$ cat config.mk
export PLATFORM = sky130hd
export DESIGN_NAME = dcet_timer
export DESIGN_NICKNAME = d
export VERILOG_FILES = /design/src/core/dcet_pkg.sv /design/src/core/dcet_pin_sync.sv /design/src/core/dcet_tick_gen.sv /design/src/core/dcet_timer.sv
export VERILOG_INCLUDE_DIRS = /design/src /design/src/core
export SDC_FILE = /design/constraint.sdc
export NUM_CORES = 1
export LEC_CHECK = 0
export BUFFER_PORTS_ARGS = -buffer_cell sky130_fd_sc_hd__buf_2
export CAP_MARGIN = 20
export CORE_MARGIN = 2
export CORE_UTILIZATION = 40
export DETAILED_ROUTE_END_ITERATION = 8
export PLACE_DENSITY_LB_ADDON = 0.2
export SLEW_MARGIN = 20
export SYNTH_ARGS = -nofsm -noshare
export SYNTH_HDL_FRONTEND = slang
export SYNTH_SLANG_ARGS = --single-unit
$ cat constraint.sdc
create_clock -name clk -period 4.7 [get_ports clk]
set_clock_uncertainty 0.15 [all_clocks]
set_input_delay 0.705 -clock clk [delete_from_list [all_inputs] [get_ports clk]]
set_output_delay 0.705 -clock clk [all_outputs]
set_load 0.02 [all_outputs]
$ cat src/core/dcet_defines.svh
// dcet_defines.svh: offsets, field positions, reset values and timing for the event timer
// assumes: included by bare name from the core files, after the package
`ifndef DCET_DEFINES_SVH
`define DCET_DEFINES_SVH

// register byte offsets on the apb bus
`define DCET_OFF_CTRL     8'h00
`define DCET_OFF_CTRL_SET 8'h04
`define DCET_OFF_CTRL_CLR 8'h08
`define DCET_OFF_HSCTL    8'h0c
`define DCET_OFF_COUNT    8'h10
`define DCET_OFF_RCA      8'h14
`define DCET_OFF_RCB      8'h18

// control word field positions
`define DCET_B_RUN   0
`define DCET_B_LOW   1
`define DCET_B_MID   2
`define DCET_B_HIGH  3
`define DCET_B_PNDB  4
`define DCET_B_ENB   5
`define DCET_B_PNDA  6
`define DCET_B_ENA   7

// reset values
`define DCET_CTRL_RST  8'h00
`define DCET_WORD_RST  16'h0000

// timing: one instruction cycle against the 10 ns system clock
`define DCET_CLK_NS    10
`define DCET_TINST_NS  100
`define DCET_INST_DIV  (`DCET_TINST_NS / `DCET_CLK_NS)

`endif

$ cat src/core/dcet_pkg.sv
// dcet_pkg.sv: types shared by the event timer files
// assumes: nothing beyond a systemverilog compiler
package dcet_pkg;
    // decoded operating mode
    typedef enum logic [2:0] {
        MODE_PWM_TOGGLE,
        MODE_PWM_PLAIN,
        MODE_EVT_RISE,
        MODE_EVT_FALL,
        MODE_CAPTURE
    } dcet_mode_type;
endpackage

$ cat src/core/dcet_pin_sync.sv
// dcet_pin_sync.sv: two-stage synchroniser with edge detection for one timer pin
// assumes: pin_in is asynchronous to clk
`timescale 1ns/100ps
`default_nettype none
module dcet_pin_sync (
    // clock and reset
    input  wire logic clk,
    input  wire logic sys_rst,
    // pin side
    input  wire logic pin_in,
    // edge pulses, one cycle each
    output logic      rise,
    output logic      fall
);
    logic meta_ff;  // first stage, read only by the second
    logic sync_ff;  // second stage, safe level
    logic last_ff;  // previous safe level for edge detection
    logic [2:0] fill_ff;  // fills with ones after reset, chain primed once the top bit is set
    logic       primed;   // edges trusted only after the chain holds the real pin level

    // synchroniser chain
    always_ff @(posedge clk or posedge sys_rst) begin
        if (sys_rst) begin
            meta_ff <= 1'b0;
            sync_ff <= 1'b0;
            last_ff <= 1'b0;
            fill_ff <= 3'h0;
        end else begin
            meta_ff <= pin_in;
            sync_ff <= meta_ff;
            last_ff <= sync_ff;
            fill_ff <= {fill_ff[1:0], 1'b1};
        end
    end

    // a pin that idles high must not look like a rising edge after reset
    assign primed = fill_ff[2];

    // edges seen on the safe level only
    assign rise = primed & sync_ff & ~last_ff;
    assign fall = primed & ~sync_ff & last_ff;
endmodule
`default_nettype wire

$ cat src/core/dcet_tick_gen.sv
// dcet_tick_gen.sv: counting-rate strobe, fast clock or instruction-cycle rate
// assumes: clk is the fast internal clock
`timescale 1ns/100ps
`default_nettype none
`include "dcet_defines.svh"
module dcet_tick_gen (
    // clock and reset
    input  wire logic clk,
    input  wire logic sys_rst,
    // rate select, 1 = every clock
    input  wire logic high_speed,
    // counting strobe
    output logic      tick
);
    localparam logic [7:0] DIV_LAST = 8'(`DCET_INST_DIV - 1);

    logic [7:0] div_ff;     // instruction-cycle divider
    logic [7:0] nxt_div;
    logic       div_wrap;

    assign div_wrap = (div_ff == DIV_LAST);
    assign nxt_div  = div_wrap ? 8'h00 : div_ff + 8'h01;
    assign tick     = high_speed | div_wrap;

    // free running divider
    always_ff @(posedge clk or posedge sys_rst) begin
        if (sys_rst)
            div_ff <= 8'h00;
        else
            div_ff <= nxt_div;
    end
endmodule
`default_nettype wire

$ cat src/core/dcet_timer.sv
// dcet_timer.sv: 16-bit timer with two reload/capture registers and an apb slave
// assumes: apb3 master on clk, timer pins asynchronous, irq outputs go to a controller
//
// The address map and register access over APB were decided locally.
`timescale 1ns/100ps
`default_nettype none
`include "dcet_defines.svh"
module dcet_timer (
    // clock and reset
    input  wire logic        clk,
    input  wire logic        sys_rst,
    // apb slave
    input  wire logic [7:0]  paddr,
    input  wire logic        psel,
    input  wire logic        penable,
    input  wire logic        pwrite,
    input  wire logic [31:0] pwdata,
    output logic      [31:0] prdata,
    output logic             pready,
    output logic             pslverr,
    // timer pins
    input  wire logic        timer_pin_a_in,
    input  wire logic        timer_pin_b_in,
    output logic             timer_pin_a_out,
    output logic             timer_pin_a_oe,
    // interrupt requests
    output logic             irq_a,
    output logic             irq_b
);
    // control flags
    logic        run_ff;        // run control or underflow pending
    logic [2:0]  mode_ff;       // {high, mid, low} mode select
    logic        pend_a_ff;     // pending_a
    logic        pend_b_ff;     // pending_b
    logic        en_a_ff;       // irq_enable_a
    logic        en_b_ff;       // irq_enable_b
    logic        hs_ff;         // high_speed_select
    // data words
    logic [15:0] cnt_ff;        // the counter
    logic [15:0] rca_ff;        // reload_capture_a
    logic [15:0] rcb_ff;        // reload_capture_b
    logic        sel_b_ff;      // next reload comes from b
    logic        pin_a_ff;      // pwm level on pin a
    logic [31:0] prdata_ff;     // read data register

    // next values
    logic [7:0]  nxt_ctrl;
    logic        nxt_pend_a;
    logic        nxt_pend_b;
    logic        nxt_run;
    logic [15:0] nxt_cnt;
    logic [15:0] nxt_rca;
    logic [15:0] nxt_rcb;
    logic        nxt_sel_b;
    logic        nxt_pin_a;
    logic [31:0] nxt_prdata;

    // pin edges and counting strobe
    logic a_rise, a_fall, b_rise, b_fall;
    logic tick;

    // synchronise both pins before any use
    dcet_pin_sync u_sync_a (
        .clk    (clk),
        .sys_rst(sys_rst),
        .pin_in (timer_pin_a_in),
        .rise   (a_rise),
        .fall   (a_fall)
    );
    dcet_pin_sync u_sync_b (
        .clk    (clk),
        .sys_rst(sys_rst),
        .pin_in (timer_pin_b_in),
        .rise   (b_rise),
        .fall   (b_fall)
    );

    // counting rate strobe
    dcet_tick_gen u_tick (
        .clk       (clk),
        .sys_rst   (sys_rst),
        .high_speed(hs_ff),
        .tick      (tick)
    );

    // mode decode from the three select bits
    function automatic dcet_pkg::dcet_mode_type decode_mode(input logic [2:0] m);
        if (m[1])
            return dcet_pkg::MODE_CAPTURE;
        else if (m[2])
            return m[0] ? dcet_pkg::MODE_PWM_TOGGLE : dcet_pkg::MODE_PWM_PLAIN;
        else
            return m[0] ? dcet_pkg::MODE_EVT_FALL : dcet_pkg::MODE_EVT_RISE;
    endfunction

    dcet_pkg::dcet_mode_type mode;
    logic is_pwm, is_evt, is_cap;
    assign mode   = decode_mode(mode_ff);
    assign is_cap = (mode == dcet_pkg::MODE_CAPTURE);
    assign is_pwm = (mode == dcet_pkg::MODE_PWM_TOGGLE) | (mode == dcet_pkg::MODE_PWM_PLAIN);
    assign is_evt = ~is_cap & ~is_pwm;

    // apb decode
    logic acc, wr, rd_setup, hit;
    logic wr_ctrl, wr_set, wr_clr, wr_hs, wr_cnt, wr_rca, wr_rcb;
    assign acc      = psel & penable;
    assign wr       = acc & pwrite;
    assign rd_setup = psel & ~penable & ~pwrite;
    assign wr_ctrl  = wr & (paddr == `DCET_OFF_CTRL);
    assign wr_set   = wr & (paddr == `DCET_OFF_CTRL_SET);
    assign wr_clr   = wr & (paddr == `DCET_OFF_CTRL_CLR);
    assign wr_hs    = wr & (paddr == `DCET_OFF_HSCTL);
    assign wr_cnt   = wr & (paddr == `DCET_OFF_COUNT);
    assign wr_rca   = wr & (paddr == `DCET_OFF_RCA);
    assign wr_rcb   = wr & (paddr == `DCET_OFF_RCB);
    assign hit      = (paddr == `DCET_OFF_CTRL) | (paddr == `DCET_OFF_CTRL_SET)
                    | (paddr == `DCET_OFF_CTRL_CLR) | (paddr == `DCET_OFF_HSCTL)
                    | (paddr == `DCET_OFF_COUNT) | (paddr == `DCET_OFF_RCA)
                    | (paddr == `DCET_OFF_RCB);
    assign pready   = 1'b1;
    assign pslverr  = acc & ~hit;

    // control word as software sees it
    logic [7:0] ctrl_word;
    assign ctrl_word = {en_a_ff, pend_a_ff, en_b_ff, pend_b_ff, mode_ff, run_ff};

    // software update: full write, bit set or bit clear, legal in every mode
    assign nxt_ctrl = wr_ctrl ? pwdata[7:0]
                    : wr_set  ? (ctrl_word | pwdata[7:0])
                    : wr_clr  ? (ctrl_word & ~pwdata[7:0])
                    : ctrl_word;

    // counter events
    logic cnt_step, unf;
    logic evt_edge, cap_a, cap_b;
    assign evt_edge = (mode == dcet_pkg::MODE_EVT_FALL) ? a_fall : a_rise;
    assign cnt_step = is_cap ? tick
                    : is_pwm ? (run_ff & tick)
                    : (run_ff & evt_edge);
    assign unf      = cnt_step & (cnt_ff == 16'h0000);
    assign cap_a    = is_cap & (mode_ff[0] ? a_fall : a_rise);
    assign cap_b    = is_cap & (mode_ff[2] ? b_fall : b_rise);

    // hardware sets of the pending flags win over software clears
    assign nxt_pend_a = nxt_ctrl[`DCET_B_PNDA] | cap_a
                      | (unf & is_evt)
                      | (unf & is_pwm & ~sel_b_ff);
    assign nxt_pend_b = nxt_ctrl[`DCET_B_PNDB] | cap_b
                      | (is_evt & b_rise)
                      | (unf & is_pwm & sel_b_ff);
    assign nxt_run    = nxt_ctrl[`DCET_B_RUN] | (unf & is_cap);

    // counter next value: software write, reload, or step down
    assign nxt_cnt = wr_cnt ? pwdata[15:0]
                   : (unf & ~is_cap) ? (sel_b_ff ? rcb_ff : rca_ff)
                   : cnt_step ? cnt_ff - 16'h0001
                   : cnt_ff;

    // first reload after a start comes from a, then alternate
    assign nxt_sel_b = ~run_ff | ~is_pwm ? 1'b0 : (unf ? ~sel_b_ff : sel_b_ff);

    // capture wins over a software write in the same cycle
    assign nxt_rca = cap_a ? cnt_ff : (wr_rca ? pwdata[15:0] : rca_ff);
    assign nxt_rcb = cap_b ? cnt_ff : (wr_rcb ? pwdata[15:0] : rcb_ff);

    // pwm pin toggles on each underflow in the toggle mode
    assign nxt_pin_a = (mode == dcet_pkg::MODE_PWM_TOGGLE) ? (pin_a_ff ^ unf) : pin_a_ff;

    // read mux, loaded in the setup phase so data stands in the access phase
    assign nxt_prdata = ~rd_setup ? prdata_ff
                      : (paddr == `DCET_OFF_CTRL)  ? {24'h000000, ctrl_word}
                      : (paddr == `DCET_OFF_HSCTL) ? {31'h00000000, hs_ff}
                      : (paddr == `DCET_OFF_COUNT) ? {16'h0000, cnt_ff}
                      : (paddr == `DCET_OFF_RCA)   ? {16'h0000, rca_ff}
                      : (paddr == `DCET_OFF_RCB)   ? {16'h0000, rcb_ff}
                      : 32'h00000000;

    // control flags
    always_ff @(posedge clk or posedge sys_rst) begin
        if (sys_rst) begin
            {en_a_ff, en_b_ff, mode_ff} <= 5'h00;
            {pend_a_ff, pend_b_ff, run_ff} <= 3'h0;
            hs_ff <= 1'b0;
        end else begin
            en_a_ff   <= nxt_ctrl[`DCET_B_ENA];
            en_b_ff   <= nxt_ctrl[`DCET_B_ENB];
            mode_ff   <= nxt_ctrl[`DCET_B_HIGH:`DCET_B_LOW];
            pend_a_ff <= nxt_pend_a;
            pend_b_ff <= nxt_pend_b;
            run_ff    <= nxt_run;
            hs_ff     <= wr_hs ? pwdata[0] : hs_ff;
        end
    end

    // counter, capture registers and pwm state
    always_ff @(posedge clk or posedge sys_rst) begin
        if (sys_rst) begin
            cnt_ff    <= `DCET_WORD_RST;
            rca_ff    <= `DCET_WORD_RST;
            rcb_ff    <= `DCET_WORD_RST;
            sel_b_ff  <= 1'b0;
            pin_a_ff  <= 1'b0;
            prdata_ff <= 32'h00000000;
        end else begin
            cnt_ff    <= nxt_cnt;
            rca_ff    <= nxt_rca;
            rcb_ff    <= nxt_rcb;
            sel_b_ff  <= nxt_sel_b;
            pin_a_ff  <= nxt_pin_a;
            prdata_ff <= nxt_prdata;
        end
    end

    // outputs
    assign prdata          = prdata_ff;
    assign timer_pin_a_out = pin_a_ff;
    assign timer_pin_a_oe  = (mode == dcet_pkg::MODE_PWM_TOGGLE);
    assign irq_a = en_a_ff & (pend_a_ff | (is_cap & run_ff));
    assign irq_b = en_b_ff & pend_b_ff;
endmodule
`default_nettype wire

======== After elaboration in Yosys (flattened, before gate mapping) ========
Cells that the tools add are included.
operators by class
  $add $sub $neg .......................... 2
  eq/ne operators ......................... 10
  multiplexer cells ....................... 28
  bitwise gates (word level) .............. 68
  reduce and logical (&&, ||, !) cells .... 8
operators by type and width
  operator               count
  $mux 16                13
  $and 1x1->1            36
  $mux 8                 4
  $eq 8x4->1 const B     3
  $eq 8x5->1 const B     3
  $or 1x1->1             17
  $logic_not 16->1       1
  $sub 16x1->16 const B  1
  $not 1->1              11
  $mux 1                 9
  $add 8x1->8 const B    1
  $and 8x8->8            1
  $eq 8x3->1 const B     1
  $logic_not 8->1        1
  $not 8->8              1
  $or 8x8->8             1
  $reduce_bool 2->1      3
  $reduce_bool 3->1      2
  $eq 3x1->1 const B     1
  $eq 3x2->1 const B     1
  $eq 3x3->1 const B     1
  $logic_not 3->1        1
  $mux 3                 1
  $mux 2                 1
  $xor 1x1->1            1
storage, ports and cells
  register bits after elaboration ......... 111
  input bits .............................. 47

======== Depth between registers and ports, before layout ========
  depth in word-level cells ............... 12
  mapped depth ............................ 10
  depth with buffers taken out ............ 8

======== Hierarchy ========
Synthesis repeated with hierarchy kept, for this count alone.
unflattened totals
  cells, all modules ...................... 582
  area, all modules ....................... 5,470.2 um^2
modules (own cells, without submodules)
  module         times used  cells an instance  area each (um^2)  sequential area each (um^2)
  dcet_timer     1           530                4,742.0           1,876.8
  dcet_tick_gen  1           32                 377.9             200.2
  dcet_pin_sync  2           10                 175.2             150.1

======== Least setup slack after synthesis ========
No wires, ideal clock.
  kind .................................... in2reg
  start point ............................. in paddr[7]
  end point ............................... reg rca_ff[10]
  data arrival time ....................... 2.569 ns
  data required time ...................... 4.427 ns
  setup slack ............................. 1.858 ns
  stages .................................. 8
  cell sequence ........................... or4_1 -> or3b_1 -> buf_6 -> nor3b_4 -> a21o_1 -> buf_6 -> clkbuf_8 -> a21oi_1
on the way
  cells in the longest elaborated chain, start to end .. 3
RTL lines
  what                         line               text
  from (decl)                  dcet_timer.sv:13   input wire logic [7:0] paddr,
  $eq 8x5->1 (no line)         -
  $and 1x1->1                  dcet_timer.sv:114  assign wr_rca = wr & (paddr == `DCET_OFF_RCA);
  $reduce_bool 2->1 (no line)  -
  to (signal assigned)         dcet_timer.sv:199  rca_ff <= `DCET_WORD_RST;
  to (signal assigned)         dcet_timer.sv:206  rca_ff <= nxt_rca;
  to (decl)                    dcet_timer.sv:40   logic [15:0] rca_ff;
Every way passes these cells.
A chain may end at the register's enable or synchronous reset.

======== Worst setup path in the final report ========
  start point ............................. in paddr[7]
  end point ............................... reg rca_ff[4]
The elaborated chain is that of the path after synthesis.

==> out/metrics.sh <==
NON_FILLER_INSTANCE_COUNT_AFTER_LAYOUT=782
COUNT_OF_MAPPED_CELLS_OUT_OF_SYNTHESIS=574
CTSRESIZECOUNT=0
SYNTH.LARGEST_AREA_CELL='dfrtp_1'
GP_ROUTABILITY_CONGESTION=0.8710
FINALSETUPVIOLCOUNT=0
TIMING.CRITICAL_PATH.SLOWEST_STAGE_CELL='or3b_1'
SYNTHTOPCELLSBYCOUNT='92 x dfrtp_1, 77 x nor2_1, 54 x mux2i_1'
POST_DRT_VIA_CELL_RATIO=5.522
CRITPATHCAPTURETYPE='flip-flop'
FIRST_PASS_GRT_WIRE_LENGTH_UM=22290
HOLD_VIOL=0
SYN_AVG_CELL_AREA_SQ_UM=9.240
P_SW_SHARE_PCT=32.55
LARGEST_FAMILY_OF_LOGIC_CELLS_BY_SYNTHESIZED_AREA='compound AO/OA/AOI/OAI gates'
ANTENNA_CELLS_INSERTED=0
PIN_COUNT=85
SYNTH.YOSYS.SEQ_AREA_SHARE_PCT=43.41
CLOCK_INSERTION_DELAY_WORST_SKEW_NS=0.35
TIMING.SETUP.TNS_NS=0
CTSROOTBUFFERMASTER='clkbuf_16'
GRT_START_MAX_NET_PINS=56
MAX_CLOCK_FREQ_MHz=318.6
SYNTHESIS.AREA_SQ_MM=0.005304
SYNTH_TOP_CELLS_BY_AREA='dfrtp_1 43%, mux2i_1 10%, nor2_1 5.4%, a21oi_1 4.7%, nand2_1 3.8%'
FIN_TOTAL_PWR_W=0.002184
FP.DIEAREA_SQ_MM=0.01420
PLACED_CELL_AREA_SQ_MM=0.005584
VIA_COUNT=4318
LAYOUT_WORST_PATH_CYCLE_SHARE_PCT=66.79
LAYOUT_MIN_CYCLE_TIME_NS=3.139
SYNTH.LIB_CELLS_USED.DISTINCT=63
ROUTE.DETAILED.WL_PER_INST_UM=17.49
P_LEAK_nW=2.512
COMB_POWER_SHARE_PCT=19.9
PLACE.PORT_BUFFERS=51
SYNTH_FF_TYPE='dfrtp_1'
SYNTH-COMPOUND-AREA-SHARE_PCT=18.05
DETAIL_ROUTE.FIRST_PASS.ITERATIONS=4
SYNTHXORXNORAREAFRAC_PCT=2.807
CTS_HTREE_LEVELS=3
CELL_AREA_POWER_DENSITY_mW_PER_MM2=371.6
PLACE.DETAILED.HPWL_UM=9433
LAYOUT.NETS=653
CRITICAL_PATH.TOP_DELAY_FAMILY='simple AND/OR/NAND/NOR gates'
SYNTHADDERAREAFRAC_PCT=0.9436
TRITONCTS.NUM_BUFFERS=9
STATUS='complete, no violations'
POWER_FRAC_SEQ_PCT=47.5
CRITICALPATHCATEGORY='input port to flip-flop'
WORST_SLEW_PIN_SLEW_NS=0.9859
GR-TOTAL-OVERFLOW=0
FP-ROW-COUNT=42
WORSTPATHARRIVAL_NS=3.27
CLOCK_POWER_SHARE_PCT=32.6
CELL_INTERNAL_PWR_W=0.001473
CRIT_PATH_CELL_TRACE='buf_2 -> or4_1 -> or3b_1 -> nor3b_4 -> a21o_1 -> buf_4 -> nor2_1 -> a21oi_2'
AREA_GROWTH_SYN_TO_LAYOUT_PCT=10.83
ROUTED_WL_UM=13680
RSZ0062_AT_GRT='false'
SLEW_VIOL_FINAL=0
SYNTH.MUX.AREA_FRACTION_PCT=10.62
DETAILROUTE.WIRELENGTH.MET2_UM=6309
LAYOUT-DRIVE-GT1-SHARE_PCT=15.35
TRITONCTS_CLOCK_TREE='done'
BIGGEST_CELL_DELAY_ALONG_THE_CRITICAL_PATH_NS=0.59
GRT_PASS1_VIAS=4129
SYNTH_SEQ_CELLS=92
CTS-HOLD-FIX-BUFFERS=0
STARTPOINT_TYPE='input port'
TOPROUTINGLAYERUSED='met4'
DIE_W_UM=119.2
CTS.PATH.MAX_BUFFERS=2
DETAIL-ROUTE-ANTENNA-NETS=0
CLKSLEWWORSTSETUPHOLDPATHS_NS=0.07
MET1WIRELENGTH_UM=6334
TRACK_USAGE_PCT=20.09
DRT-INITIAL-DRC-COUNT=344
DRC=0
POST_SYNTH_AND_OR_NAND_NOR_AREA_FRACTION_PCT=17.32
CRIT_PATH_MAX_FANOUT=26
INITIAL_UTILIZATION_PCT=40.53
ROUTED-WL-MET3_UM=845
WORST_EP_REQUIRED_TIME_NS=4.83
VDD.IR_DROP.WORST_uV=178.3
TIMING.MAX_SLEW.REL_SLACK_PCT=33.72
DIE_HEIGHT_UM=119.2
CLOCK_SINK_COUNT=92
TIGHTEST_HOLD_CHECK_TYPE='flip-flop to flip-flop'
TOTAL_INSTANCE_COUNT_AFTER_DETAILED_PLACEMENT=767
NUMBER_OF_ANTENNA_VIOLATIONS_AT_THE_FIRST_CHECK_IN_GLOBAL_ROUTING=0
POWER.SWITCHING_W=0.0007110
SYNTHARSTFLOPSHARE_PCT=100.0
HOLDWS_NS=0.1981
FINAL_STANDARD_CELL_AREA_WITHOUT_FILLERS_SQ_MM=0.005878
NUMBER_OF_FLOPS_MAPPED_TO_ENABLE_CELLS_BY_YOSYS=0
POST-CTS-SETUP-BUFFERS=0
SYNTH_LARGEST_TYPE_AREA_FRACTION_PCT=43.41
WORSTPATHBUFFERINVERTERCOUNT=2
SYNTH-WARNING-COUNT=0
YOSYS.CELL_COUNT.TOP_TYPE='dfrtp_1'
CAP_VIOL_MAX_COUNT=0
PLACEABLE_CORE_REGION_SQ_MM=0.01309
-- worst register-to-register path, cell delays in order, from the launching register on --
cell and delay [ns]:
dfrtp_1 0.49, nor4_1 0.73, nand4_1 0.39, a2111oi_0 0.68, a211oi_1 0.10, a211oi_1 0.26
nor2_1 0.08
-- power by group through the flow --
stage	clock network, W	registers (W)	logic, W
after floorplan	0	0.000948	0.000418
after global placement	0	0.00104	0.000422
after detailed placement	0	0.00105	0.000432
after CTS	0.000730	0.00103	0.000434
after global routing	0.000765	0.00106	0.000489
final	0.000712	0.00104	0.000435
-- through the flow --
step | utilization (%) | setup WS, ns
final | 44.92 | 1.561
after global routing | 44.92 | 1.408
after CTS | 44.85 | 1.569
after detailed placement | 42.68 | 1.210
after global placement | 42.68 | 1.244
after floorplan | - | 1.453
-- state kept, by name, indices dropped and copies added, names as in the netlist, 2 cells and up --
signal	flops
cnt_ff	16
prdata	16
rca_ff	16
rcb_ff	16
u_tick.div_ff	8
mode_ff	3
u_sync_b.fill_ff	2
-- area by class of cell --
type                            count  area [sq um]
Clock buffer                       11         232.7
Timing Repair Buffer               61         330.3
Clock inverter                      4         51.30
Multi-Input combinational cell    433          2720
Sequential cell                    92          2302
Fill cell                        1295          7207
Inverter                            5         21.27
Tap cell                          176         220.2
-- worst paths after layout --
check | end | start | slack, ns | cells past startpoint
worst max-delay path | rca_ff[4] | paddr[7] | 1.56 | 8
worst min-delay path | u_sync_a.sync_ff | u_sync_a.meta_ff | 0.20 | 0
max in group asynchronous | rcb_ff[0] | sys_rst | 3.11 | 3
worst min register to register | u_sync_a.sync_ff | u_sync_a.meta_ff | 0.20 | 0
worst max register to register | cnt_ff[1] | cnt_ff[3] | 1.70 | 6
min in group asynchronous | prdata[2] | sys_rst | 0.32 | 2
-- metal layers --
layer / GRT usage, % / vias to the layer above
met5: 0 / -
met3: 3.784 / 13
met4: 6.399 / 0
met2: 31.32 / 133
li1: - / 2068
met1: 28.25 / 2104
-- cells in the final DEF (no fill, tap or decap), types with 3 or more instances in the layout --
cell type / n
o22a_1: 6
nand4b_1: 3
nor2b_1: 3
xnor2_1: 8
ha_1: 4
a211oi_1: 9
a221oi_1: 10
nor4_1: 3
conb_1: 18
nand2_1: 53
o21ai_0: 27
nor2_1: 76
and3_1: 5
a22o_1: 12
nand3_1: 11
buf_4: 10
buf_2: 51
xor2_1: 9
inv_1: 4
dfrtp_1: 92
o31ai_1: 9
nor4b_1: 3
a21oi_1: 49
nor3_1: 9
a21oi_2: 7
clkbuf_16: 9
mux2i_1: 54
-- kinds of logic after synthesis --
group,Yosys count
flip-flops,92
other,2
multiplexers,56
AO/OA/AOI/OAI,147
XOR/XNOR,17
AND/OR/NAND/NOR,191
adder cells (fa/ha/maj),4
buffers and inverters,65
Power figures use the tool's default switching activity.
